===== config.mk =====
export PLATFORM = sky130hd
export DESIGN_NAME = apg_regs
export DESIGN_NICKNAME = d
export VERILOG_FILES = /design/src/common/apg_pkg.sv /design/src/rtl/apg_regs.sv
export SDC_FILE = /design/constraint.sdc
export NUM_CORES = 1
export LEC_CHECK = 0
export ABC_AREA = 1
export BUFFER_PORTS_ARGS = -buffer_cell sky130_fd_sc_hd__buf_2
export CORE_ASPECT_RATIO = 1.5
export CORE_UTILIZATION = 35
export DETAILED_ROUTE_END_ITERATION = 12
export PLACE_DENSITY = 0.58
export REMOVE_ABC_BUFFERS = 1
export SYNTH_ARGS = -nofsm -noshare
export SYNTH_HDL_FRONTEND = slang
export SYNTH_SLANG_ARGS = --single-unit

===== constraint.sdc =====
create_clock -name clock -period 2 [get_ports clock]
set_input_delay 0.4 -clock clock [delete_from_list [all_inputs] [get_ports clock]]
set_output_delay 0.4 -clock clock [all_outputs]
set_load 0.005 [all_outputs]

===== src/common/apg_pkg.sv =====
package apg_pkg;
   // ****************************************************************
   // Register indices and byte addresses
   // ****************************************************************
   localparam logic [7:0] APG_IDX_SNAPSHOT = 8'h08;
   localparam logic [7:0] APG_IDX_PAIR45 = 8'h09;
   localparam logic [7:0] APG_IDX_PAIRS0123 = 8'h0a;
   localparam logic [7:0] APG_IDX_GAIN = 8'h0b;
   localparam int APG_ADDR_W = 8;
   localparam logic [7:0] APG_ADDR_SNAPSHOT = 8'(APG_IDX_SNAPSHOT * 4);
   localparam logic [7:0] APG_ADDR_PAIR45 = 8'(APG_IDX_PAIR45 * 4);
   localparam logic [7:0] APG_ADDR_PAIRS0123 = 8'(APG_IDX_PAIRS0123 * 4);
   localparam logic [7:0] APG_ADDR_GAIN = 8'(APG_IDX_GAIN * 4);

   // ****************************************************************
   // Field layout and values after reset
   // ****************************************************************
   localparam int APG_CHANNELS = 6;
   localparam int APG_COMP_W = 4;
   localparam int APG_CODE_W = 12;
   localparam int APG_AMP_W = 3;
   localparam int APG_PAIR_HI_LSB = 12;
   localparam logic [23:0] APG_SNAPSHOT_RST = 24'h333333;
   localparam logic [11:0] APG_CODE_RST = 12'h000;
   localparam logic [17:0] APG_GAIN_RST = 18'h00000;
   localparam logic [2:0] APG_AMP_MAX = 3'h5;
   localparam logic [1:0] APG_RESP_OKAY = 2'h0;
   localparam logic [1:0] APG_RESP_SLVERR = 2'h2;
endpackage


===== src/rtl/apg_regs.sv =====
`timescale 1ns/1ps
module apg_regs
   import apg_pkg::*;
(
   input wire logic clock,
   input wire logic rstn,
   input wire logic [7:0] s_axi_awaddr,
   input wire logic [2:0] s_axi_awprot,
   input wire logic s_axi_awvalid,
   output logic s_axi_awready,
   input wire logic [31:0] s_axi_wdata,
   input wire logic [3:0] s_axi_wstrb,
   input wire logic s_axi_wvalid,
   output logic s_axi_wready,
   output logic [1:0] s_axi_bresp,
   output logic s_axi_bvalid,
   input wire logic s_axi_bready,
   input wire logic [7:0] s_axi_araddr,
   input wire logic [2:0] s_axi_arprot,
   input wire logic s_axi_arvalid,
   output logic s_axi_arready,
   output logic [31:0] s_axi_rdata,
   output logic [1:0] s_axi_rresp,
   output logic s_axi_rvalid,
   input wire logic s_axi_rready,
   input wire logic [23:0] comparator_in,
   input wire logic [5:0] converter_active,
   output logic [5:0] converter_restart,
   output logic [5:0] channel_run,
   output logic [17:0] amplifier_shift
);
   // ****************************************************************
   // Register storage
   // ****************************************************************
   logic [23:0] comparator_snapshot;
   logic [11:0] delay_code_pair45;
   logic [11:0] delay_code_pair23;
   logic [11:0] delay_code_pair01;
   logic [17:0] amplifier_setting;
   logic [11:0] delay_count [3];

   // ****************************************************************
   // Write channel: address and data may arrive in either order
   // ****************************************************************
   logic aw_held;
   logic w_held;
   logic [7:0] aw_addr;
   logic [31:0] w_data;
   logic [3:0] w_strb;
   wire aw_take = s_axi_awvalid & s_axi_awready;
   wire w_take = s_axi_wvalid & s_axi_wready;
   wire [7:0] wr_addr = aw_held ? aw_addr : s_axi_awaddr;
   wire [31:0] wr_data = w_held ? w_data : s_axi_wdata;
   wire [3:0] wr_strb = w_held ? w_strb : s_axi_wstrb;
   wire wr_fire = (aw_held | aw_take) & (w_held | w_take);
   wire sel_snap = wr_addr == APG_ADDR_SNAPSHOT;
   wire sel_p45 = wr_addr == APG_ADDR_PAIR45;
   wire sel_p0123 = wr_addr == APG_ADDR_PAIRS0123;
   wire sel_gain = wr_addr == APG_ADDR_GAIN;
   wire wr_hit = sel_snap | sel_p45 | sel_p0123 | sel_gain;
   // Byte enables widened to one mask bit per data bit.
   wire [23:0] wmask = {{8{wr_strb[2]}}, {8{wr_strb[1]}}, {8{wr_strb[0]}}};
   wire [23:0] wval = wr_data[23:0];
   wire phase_write = wr_fire & (sel_p45 | sel_p0123);

   assign s_axi_awready = ~aw_held & ~s_axi_bvalid;
   assign s_axi_wready = ~w_held & ~s_axi_bvalid;

   // Hold whichever half came first until its partner turns up.
   always_ff @(posedge clock) begin
      if (!rstn) begin
         aw_held <= 1'b0;
         w_held <= 1'b0;
         aw_addr <= 8'h00;
         w_data <= 32'h0;
         w_strb <= 4'h0;
         s_axi_bvalid <= 1'b0;
         s_axi_bresp <= APG_RESP_OKAY;
      end else begin
         if (aw_take) begin
            aw_addr <= s_axi_awaddr;
         end
         if (w_take) begin
            w_data <= s_axi_wdata;
            w_strb <= s_axi_wstrb;
         end
         aw_held <= wr_fire ? 1'b0 : (aw_held | aw_take);
         w_held <= wr_fire ? 1'b0 : (w_held | w_take);
         if (wr_fire) begin
            s_axi_bvalid <= 1'b1;
            s_axi_bresp <= wr_hit ? APG_RESP_OKAY : APG_RESP_SLVERR;
         end else if (s_axi_bready) begin
            s_axi_bvalid <= 1'b0;
         end
      end
   end

   // ****************************************************************
   // Configuration registers
   // ****************************************************************
   wire [23:0] p45_in = {12'h000, delay_code_pair45};
   wire [23:0] p0123_in = {delay_code_pair23, delay_code_pair01};
   wire [23:0] gain_in = {6'h00, amplifier_setting};
   wire [23:0] p45_new = (p45_in & ~wmask) | (wval & wmask);
   wire [23:0] p0123_new = (p0123_in & ~wmask) | (wval & wmask);
   wire [23:0] gain_new = (gain_in & ~wmask) | (wval & wmask);
   wire [23:0] snap_new = (comparator_snapshot & ~wmask) | (wval & wmask);

   always_ff @(posedge clock) begin
      if (!rstn) begin
         delay_code_pair45 <= APG_CODE_RST;
         delay_code_pair23 <= APG_CODE_RST;
         delay_code_pair01 <= APG_CODE_RST;
         amplifier_setting <= APG_GAIN_RST;
      end else if (wr_fire) begin
         if (sel_p45) begin
            delay_code_pair45 <= p45_new[11:0];
         end
         if (sel_p0123) begin
            delay_code_pair23 <= p0123_new[23:12];
            delay_code_pair01 <= p0123_new[11:0];
         end
         if (sel_gain) begin
            amplifier_setting <= gain_new[17:0];
         end
      end
   end

   // A software write lands for one period only; the modulator overwrites
   // it on the next edge, which is why writing it upsets accuracy.
   // per-period refresh
   always_ff @(posedge clock) begin
      if (!rstn) begin
         comparator_snapshot <= APG_SNAPSHOT_RST;
      end else if (wr_fire & sel_snap) begin
         comparator_snapshot <= snap_new;
      end else begin
         comparator_snapshot <= comparator_in;
      end
   end

   // ****************************************************************
   // Read channel
   // ****************************************************************
   wire rd_snap = s_axi_araddr == APG_ADDR_SNAPSHOT;
   wire rd_p45 = s_axi_araddr == APG_ADDR_PAIR45;
   wire rd_p0123 = s_axi_araddr == APG_ADDR_PAIRS0123;
   wire rd_gain = s_axi_araddr == APG_ADDR_GAIN;
   wire rd_hit = rd_snap | rd_p45 | rd_p0123 | rd_gain;
   wire [23:0] rd_val = ({24{rd_snap}} & comparator_snapshot)
                      | ({24{rd_p45}} & p45_in)
                      | ({24{rd_p0123}} & p0123_in)
                      | ({24{rd_gain}} & gain_in);
   wire ar_take = s_axi_arvalid & s_axi_arready;

   assign s_axi_arready = ~s_axi_rvalid;

   // Unmapped reads return zero with a slave error.
   always_ff @(posedge clock) begin
      if (!rstn) begin
         s_axi_rvalid <= 1'b0;
         s_axi_rdata <= 32'h0;
         s_axi_rresp <= APG_RESP_OKAY;
      end else if (ar_take) begin
         s_axi_rvalid <= 1'b1;
         s_axi_rdata <= {8'h00, rd_val};
         s_axi_rresp <= rd_hit ? APG_RESP_OKAY : APG_RESP_SLVERR;
      end else if (s_axi_rready) begin
         s_axi_rvalid <= 1'b0;
      end
   end

   // ****************************************************************
   // Converter restart and phase delay sequencing
   // ****************************************************************
   wire [11:0] pair_code [3];
   assign pair_code[0] = delay_code_pair01;
   assign pair_code[1] = delay_code_pair23;
   assign pair_code[2] = delay_code_pair45;
   logic [5:0] next_run;

   always_ff @(posedge clock) begin
      if (!rstn) begin
         converter_restart <= 6'h00;
         channel_run <= 6'h00;
      end else begin
         converter_restart <= phase_write ? converter_active : 6'h00;
         channel_run <= next_run;
      end
   end

   // Codes are already stored by the restart cycle, so the counters
   // load the new delays, not the previous ones.
   for (genvar i = 0; i < 3; i++) begin : g_pair
      always_ff @(posedge clock) begin
         if (!rstn) begin
            delay_count[i] <= APG_CODE_RST;
         end else if (|converter_restart) begin
            delay_count[i] <= pair_code[i];
         end else if (delay_count[i] != 12'h000) begin
            delay_count[i] <= delay_count[i] - 12'h001;
         end
      end
      assign next_run[2*i+1] = converter_active[2*i+1] & ~|converter_restart;
      assign next_run[2*i] = converter_active[2*i] & ~|converter_restart
                           & (delay_count[i] == 12'h000);
   end

   // ****************************************************************
   // Amplifier code decode
   // ****************************************************************
   for (genvar c = 0; c < APG_CHANNELS; c++) begin : g_amp
      wire [2:0] code = amplifier_setting[3*c +: 3];
      assign amplifier_shift[3*c +: 3] = (code > APG_AMP_MAX) ? 3'h0 : code;
   end
endmodule


==> results.ini, run 1 <==
[global_route]
grt_max_degree = 75
grt_pass1_wl_um = 42600
globalRoute.totalOverflow = 0
antenna_found_initial = 1
grt_pass1_vias = 8495
grt_usage_pct = 18.8

[timing]
worst_clock_skew_ns = 0.0111
final-setup-viol-count = 0
hold_violations = 0
worst_pin_slew_ns = 0.851
setup_ws_ns = 0.209
grt_setup_unrepaired = false
drv_slew = 0
slew_headroom_pct = 43.3
whs_ns = 0.182
fin_crit_sh_pct = 89.6
fmax_ghz = 0.558
fin_crit_ns = 1.79

[worst_hold_path]
hp-class = primary input to flop

[die]
die_height_um = 206
top_level_ports = 166
core_region_area_um2 = 27300
die_w_um = 138
dieArea_um2 = 28500
initial_core_util_pct = 35.6
row_count = 74

[cts]
cts-root-buf = clkbuf_16
cts_tree = built
cts_hold_buffers = 0
cts_buffer_depth = 2
clock_sinks = 191
numCtsBuffers = 17
clk_pin_slew_ns = 0.08
insertion_delay_ns = 0.45
htreeDepth = 4

[drt]
drt-wirelength-per-cell_um = 13.8
vias = 9133
ant_nets = 0
drt_iter0_markers = 539
vias_per_cell = 4.83
wl_um = 26200
drtPass1Iterations = 9
drc = 18

[placed_design]
place_hpwl_um = 19500
portBuffers = 140
gp_congestion = 0.858
dpl-instance-area_um2 = 10900
place_ws_ns = 0.124

[worst_setup_path]
start_kind = flop
cp_num_buf_inv = 1
arrival_ns = 1.95
path_delay_family = simple AND/OR/NAND/NOR gates
cpMaxStageDelayCell = or2_2
cp_slowest_stage_delay_ns = 0.44
cp-end-kind = flop
worstPathMaxFanout = 13
crit_chain = inv_1 > ha_1 > nand2_1 > nor3_1 > nand3b_1 > or2_2
crit_type = flop to flop
required_ns = 2.16

[yosys]
yosys_warnings = 0
yosys-top-cells-area = dfxtp_1, nand2_1, edfxtp_1
async_flop_share_pct = 0
yosys.area.top_type = dfxtp_1
yosysUniqueCellTypes = 37
synth.ff_latch_count = 191
yosysTopAreaCellShare_pct = 31.9
syn_area_um2 = 9730
synthCells = 1408
syn_avg_cell_area_um2 = 6.91
synth_edf_count = 36
synth-main-ff-cell = dfxtp_1
yosysSeqAreaShare_pct = 43.0

[outcome]
violations = DRC
status = complete, but fails checks

[finish]
layout_common_cells = nand2_1, nor2_1, inv_1
area_growth_pct = 18.3
layout.nets = 1638
final_area_um2 = 11500
layout-drive-gt1-share_pct = 16.1
diodes = 0
layout_commonest_cell = nand2_1

[power]
peakVddDrop_mv = 0.632
p_leak_uw = 0.00545
powerDensity_nw_per_um2 = 928

[flow_run]
maxCapViolations = 0

==> cells in the mapped netlist (4+ instances only) <==
cell type and instances:
a21oi_1 42, buf_2 21, buf_4 14, clkbuf_1 42, dfxtp_1 155, edfxtp_1 36
ha_1 6, inv_1 171, inv_2 5, mux2i_1 10, nand2_1 306, nand2_2 4
nand3_1 98, nand4_1 68, nor2_1 231, nor2_2 7, nor3_1 9, o21ai_0 113
o21ai_1 11, o21ai_2 4, o22ai_1 13, xnor2_1 9, xor2_1 14
==> cell families (layout without fill, tap and decap cells) <==
logic type | Yosys count | count (layout) | synth area share (%)
AND/OR/NAND/NOR | 732 | 732 | 32.1
buffers and inverters | 258 | 391 | 10.9
flip-flops | 191 | 191 | 43.0
AO/OA/AOI/OAI | 187 | 187 | 10.0
XOR/XNOR | 23 | 23 | 2.07
multiplexers | 10 | 10 | 1.03
adder cells (fa/ha/maj) | 6 | 6 | 0.771
other | 1 | 10 | 0.0385
==> report_power, final <==
part / switching (uW) / internal (uW)
Combinational: 1550 / 949
Sequential: 255 / 4430
Clock: 1610 / 1880
==> path summary, 6_finish.rpt <==
kind,cells after the start,endpoint,slack [ns],startpoint
setup / recovery,6,delay_count[2][3],0.21,delay_count[2][0]
hold / removal,3,channel_run[5],0.18,converter_active[5]
setup reg to reg,6,delay_count[2][3],0.21,delay_count[2][0]
hold reg to reg,2,w_strb[1],0.45,w_strb[1]
==> worst reg2reg max path: stages (launching register included) <==
cell	delay, ns
edfxtp_1	0.39
inv_1	0.11
ha_1	0.17
nand2_1	0.05
nor3_1	0.18
nand3b_1	0.15
or2_2	0.44
==> layer usage <==
| layer | routed length [um] | global-route usage (%) |
|---|---|---|
| met1 | 11400 | 22.5 |
| met2 | 13100 | 34.1 |
| met3 | 1010 | 2.57 |
| met4 | 580 | 6.82 |
| met5 | 0 | 0 |
==> per-stage QoR <==
step                total power, uW  utilization, %  std cells  TNS (ns)
finish                        10700            42.1       1892         0
global route                  11300            42.1       1892         0
CTS                           10800            41.9       1890         0
detailed placement             7250            39.7       1858         0
global placement               7220            39.7       1858         0
floorplan                      6480               -       1336    -96.84
==> cell type report <==
class / count / area [um^2]
Fill cell: 2881 / 15800
Multi-Input combinational cell: 968 / 4550
Sequential cell: 191 / 4190
Timing Repair Buffer: 182 / 1090
Inverter: 177 / 664
Tap cell: 342 / 428
Clock buffer: 17 / 425
Clock inverter: 15 / 170
==> timing repair <==
action	4_1_cts	5_1_grt
gates resized for setup	0	7
setup endpoints to repair	0	41
buffers inserted	0	2
Note: power is estimated with default switching activity, not from simulation.
==> run 2, diff against run 1 <==
--- a/config.mk
+++ b/config.mk
@@ -6,11 +6,11 @@
 export NUM_CORES = 1
 export LEC_CHECK = 0
 export ABC_AREA = 1
-export BUFFER_PORTS_ARGS = -buffer_cell sky130_fd_sc_hd__buf_2
 export CORE_ASPECT_RATIO = 1.5
 export CORE_UTILIZATION = 35
 export DETAILED_ROUTE_END_ITERATION = 12
-export PLACE_DENSITY = 0.58
+export DONT_BUFFER_PORTS = 1
+export PLACE_DENSITY = 0.57
 export REMOVE_ABC_BUFFERS = 1
 export SYNTH_ARGS = -nofsm -noshare
 export SYNTH_HDL_FRONTEND = slang
==> results.ini, run 2 (same netlist as run 1, synthesis figures left out) <==
[worst_setup_path]
arrival_ns = 2.00
crit_type = flop to flop
worstPathMaxFanout = 13
cp-end-kind = flop
required_ns = 2.15
start_kind = flop

[timing]
final-setup-viol-count = 0
tns_ns = 0
hold_violations = 0
worst_clock_skew_ns = 0.00782
worst_pin_slew_ns = 0.862
fin_crit_ns = 1.84
slew_headroom_pct = 42.5
fin_crit_sh_pct = 92.1
fmax_ghz = 0.543
grt_setup_unrepaired = false
setup_ws_ns = 0.157
drv_slew = 0

[cts]
insertion_delay_ns = 0.44
cts-root-buf = clkbuf_16
clock_sinks = 191
cts_tree = built
numCtsBuffers = 17
cts_setup_buffers = 0
cts_buffer_depth = 2
clk_pin_slew_ns = 0.07
htreeDepth = 4

[drt]
ant_nets = 0
drc = 8
drtPass1Iterations = 9
vias_per_cell = 4.88
wl_um = 25800
drt-wirelength-per-cell_um = 14.8
drt_iter0_markers = 498
vias = 8531

[global_route]
grt_max_degree = 75
grt_pass1_wl_um = 41100
busiest_layer = met2
antenna_found_initial = 0
use_met2_pct = 32.8
met3_usage_pct = 4.36
grt_pass1_vias = 7925
gr-usage-met1_pct = 21.6
grt_usage_pct = 18.4
globalRoute.totalOverflow = 0

[finish]
regArea_um2 = 4180
multiInputGateArea_um2 = 4550
stdcell_count = 1747
diodes = 0
layout-drive-gt1-share_pct = 7.33
nFillCells = 2864
layout_commonest_cell = nand2_1
layout_common_cells = nand2_1, nor2_1, inv_1
area_growth_pct = 10.6
layout.nets = 1493

[placed_design]
place_hpwl_um = 19200
portBuffers = 0
place_ws_ns = 0.124
gp_congestion = 0.823
post-place-cells = 1715

[die]
dieArea_um2 = 28500
core_region_area_um2 = 27300
row_count = 74
top_level_ports = 166
initial_core_util_pct = 35.6
die_w_um = 138
die_height_um = 206

[outcome]
status = complete, but fails checks
violations = DRC

[flow_run]
maxCapViolations = 0

[power]
peakVddDrop_mv = 0.670
p_leak_uw = 0.00480
powerDensity_nw_per_um2 = 976
power.total_uw = 10500

[worst_hold_path]
hp-class = primary input to flop

==> run 2: cell types whose count changed in the layout (fill, tap and decap cells not counted), moves of 2 or more <==
cell	previous run	this run
buf_2	140	0
inv_6	9	1
buf_4	36	32
clkinv_2	0	4
clkbuf_16	17	19
==> run 2: worst paths after layout <==
path                            end  slack [ns]                  from  depth (start not counted)
hold reg to reg           w_data[3]        0.45             w_data[3]                          2
hold / removal                 flop        0.07                  rstn                          1
setup / recovery  delay_count[0][4]        0.16  converter_restart[3]                          5
setup reg to reg  delay_count[0][4]        0.16  converter_restart[3]                          5
==> run 2: critical path: stages (launching register included) <==
cell and delay [ns]:
dfxtp_1 0.32, nor2_1 0.11, nand3_1 0.14, nor2_1 0.25, inv_1 0.22, or2_2 0.50
==> run 2: cell type report <==
| cell class | count | share of cell area [%] |
|---|---|---|
| Multi-Input combinational cell | 968 | 42.3 |
| Timing Repair Buffer | 37 | 3.16 |
| Clock inverter | 12 | 0.965 |
| Tap cell | 342 | 3.98 |
| Inverter | 177 | 6.17 |
| Sequential cell | 191 | 38.9 |
| Clock buffer | 20 | 4.55 |
==> run 2: routing by layer <==
layer | routed length (um) | vias up | part of all wire [%]
met4 | 518 | 0 | 2.0
met3 | 1250 | 25 | 4.8
met5 | 0 | - | 0
li1 | - | 4469 | -
met1 | 11200 | 3865 | 44
met2 | 12800 | 172 | 50
==> run 2: metrics by stage <==
stage | instance area [um^2] | hold WS (ns) | util (%)
after floorplan | 9370 | 0.429 | -
after global placement | 10100 | 0.436 | 37.1
after detailed placement | 10100 | 0.443 | 37.1
after CTS | 10700 | 0.0299 | 39.3
after global routing | 10800 | 0.0301 | 39.4
final | 10800 | 0.0657 | 39.4
==> run 2: timing repair <==
action,in CTS,in global routing
hold buffers,0,0
resized for setup,0,7
endpoints found under the setup margin,0,44
==> run 2: power breakdown <==
| part | switching, uW | internal (uW) |
|---|---|---|
| sequential | 272 | 4440 |
| clock | 1540 | 1900 |
| combinational | 1500 | 856 |
| total | 3310 | 7190 |
==> run 3, diff against run 2 <==
--- a/config.mk
+++ b/config.mk
@@ -7,10 +7,10 @@
 export LEC_CHECK = 0
 export ABC_AREA = 1
 export CORE_ASPECT_RATIO = 1.5
-export CORE_UTILIZATION = 35
+export CORE_UTILIZATION = 45
 export DETAILED_ROUTE_END_ITERATION = 12
 export DONT_BUFFER_PORTS = 1
-export PLACE_DENSITY = 0.57
+export PLACE_DENSITY = 0.68
 export REMOVE_ABC_BUFFERS = 1
 export SYNTH_ARGS = -nofsm -noshare
 export SYNTH_HDL_FRONTEND = slang
==> results.ini, run 3 (same netlist as run 1, synthesis figures left out) <==
[outcome]
status = finished clean

[die]
core_region_area_um2 = 21100
row_count = 65
dieArea_um2 = 22200
initial_core_util_pct = 46.0
die_height_um = 182
die_w_um = 122
top_level_ports = 166

[global_route]
busiest_layer = met2
grt_pass1_wl_um = 40000
grt_usage_pct = 22.7
antenna_found_initial = 0
grt_pass1_vias = 8134
met3_usage_pct = 4.63
use_met2_pct = 38.6
globalRoute.totalOverflow = 0
grt_max_degree = 75
gr-usage-met1_pct = 28.1

[cts]
htreeDepth = 4
cts_buffer_depth = 2
cts_hold_buffers = 0
clock_sinks = 191
clk_pin_slew_ns = 0.07
insertion_delay_ns = 0.44
cts-root-buf = clkbuf_16
numCtsBuffers = 17
cts_tree = built

[drt]
vias = 8612
drtPass1Iterations = 5
ant_nets = 0
vias_per_cell = 5.15
wl_um = 24000
drt_iter0_markers = 632
drt-wirelength-per-cell_um = 14.4
drc = 0

[worst_setup_path]
worstPathMaxFanout = 13
required_ns = 2.15
crit_type = flop to flop
cpMaxStageDelayCell = or2_2
cp_slowest_stage_delay_ns = 0.45
arrival_ns = 1.97
path_delay_family = simple AND/OR/NAND/NOR gates
start_kind = flop
crit_chain = inv_1 > ha_1 > nand2_1 > nor3_1 > nand3b_1 > or2_2
cp_num_buf_inv = 1
cp-end-kind = flop

[timing]
whs_ns = 0.0626
hold_violations = 0
worst_clock_skew_ns = 0.0105
grt_setup_unrepaired = false
slew_headroom_pct = 44.4
tns_ns = 0
fmax_ghz = 0.551
fin_crit_ns = 1.81
drv_slew = 0
setup_ws_ns = 0.186
worst_pin_slew_ns = 0.834
fin_crit_sh_pct = 90.7
final-setup-viol-count = 0

[power]
peakVddDrop_mv = 0.640
powerDensity_nw_per_um2 = 972
p_leak_uw = 0.00477
power.total_uw = 10300

[finish]
nFillCells = 2122
layout-drive-gt1-share_pct = 7.55
layout_commonest_cell = nand2_1
layout.nets = 1492
layout_common_cells = nand2_1, nor2_1, inv_1
diodes = 0
area_growth_pct = 9.30
stdcell_count = 1672

[worst_hold_path]
hp-class = primary input to flop

[placed_design]
place_ws_ns = 0.0872
post-place-cells = 1638
place_hpwl_um = 17600
gp_congestion = 0.893
portBuffers = 0

[flow_run]
maxCapViolations = 0

[run 3: power by group]
| part | leakage (uW) | internal, uW | total, uW | switching [uW] |
|---|---|---|---|---|
| Clock | 0.000280 | 1660 | 3290 | 1630 |
| Combinational | 0.00280 | 856 | 2340 | 1480 |
| Sequential | 0.00169 | 4430 | 4710 | 276 |
[run 3: area by class of cell]
class	instances	area, um^2	share of cell area (%)
Timing Repair Buffer	36	320	3.01
Clock inverter	15	139	1.31
Sequential cell	191	4190	39.4
Multi-Input combinational cell	968	4570	42.9
Clock buffer	17	425	4.00
Tap cell	268	335	3.15
Inverter	177	664	6.25
[run 3: metal layers]
layer,up-vias,wire length (um)
li1,4472,-
met1,3867,10300
met2,237,12000
met3,36,1330
met4,0,480
met5,-,0
[run 3: per-stage QoR]
step                      utilization (%)  area [um^2]
final                                50.3        10600
after global routing                 50.3        10600
after CTS                            50.0        10600
after detailed placement             47.3        10000
after global placement               47.3        10000
after floorplan                         -         9370
[run 3: repair_timing]
item | 4_1_cts | 5_1_grt
hold endpoints to repair | 0 | 0
setup endpoints to repair | 0 | 68
buffers inserted | 0 | 2
resized for setup | 0 | 12
[run 3: path summary, 6_finish.rpt]
| check | from | endpoint | slack [ns] | cells past startpoint |
|---|---|---|---|---|
| worst max register to register | delay_count[2][0] | delay_count[2][0] | 0.19 | 6 |
| worst min-delay path | rstn | flop | 0.06 | 1 |
| worst max-delay path | delay_count[2][0] | delay_count[2][0] | 0.19 | 6 |
| worst min register to register | w_data[3] | w_data[3] | 0.45 | 2 |
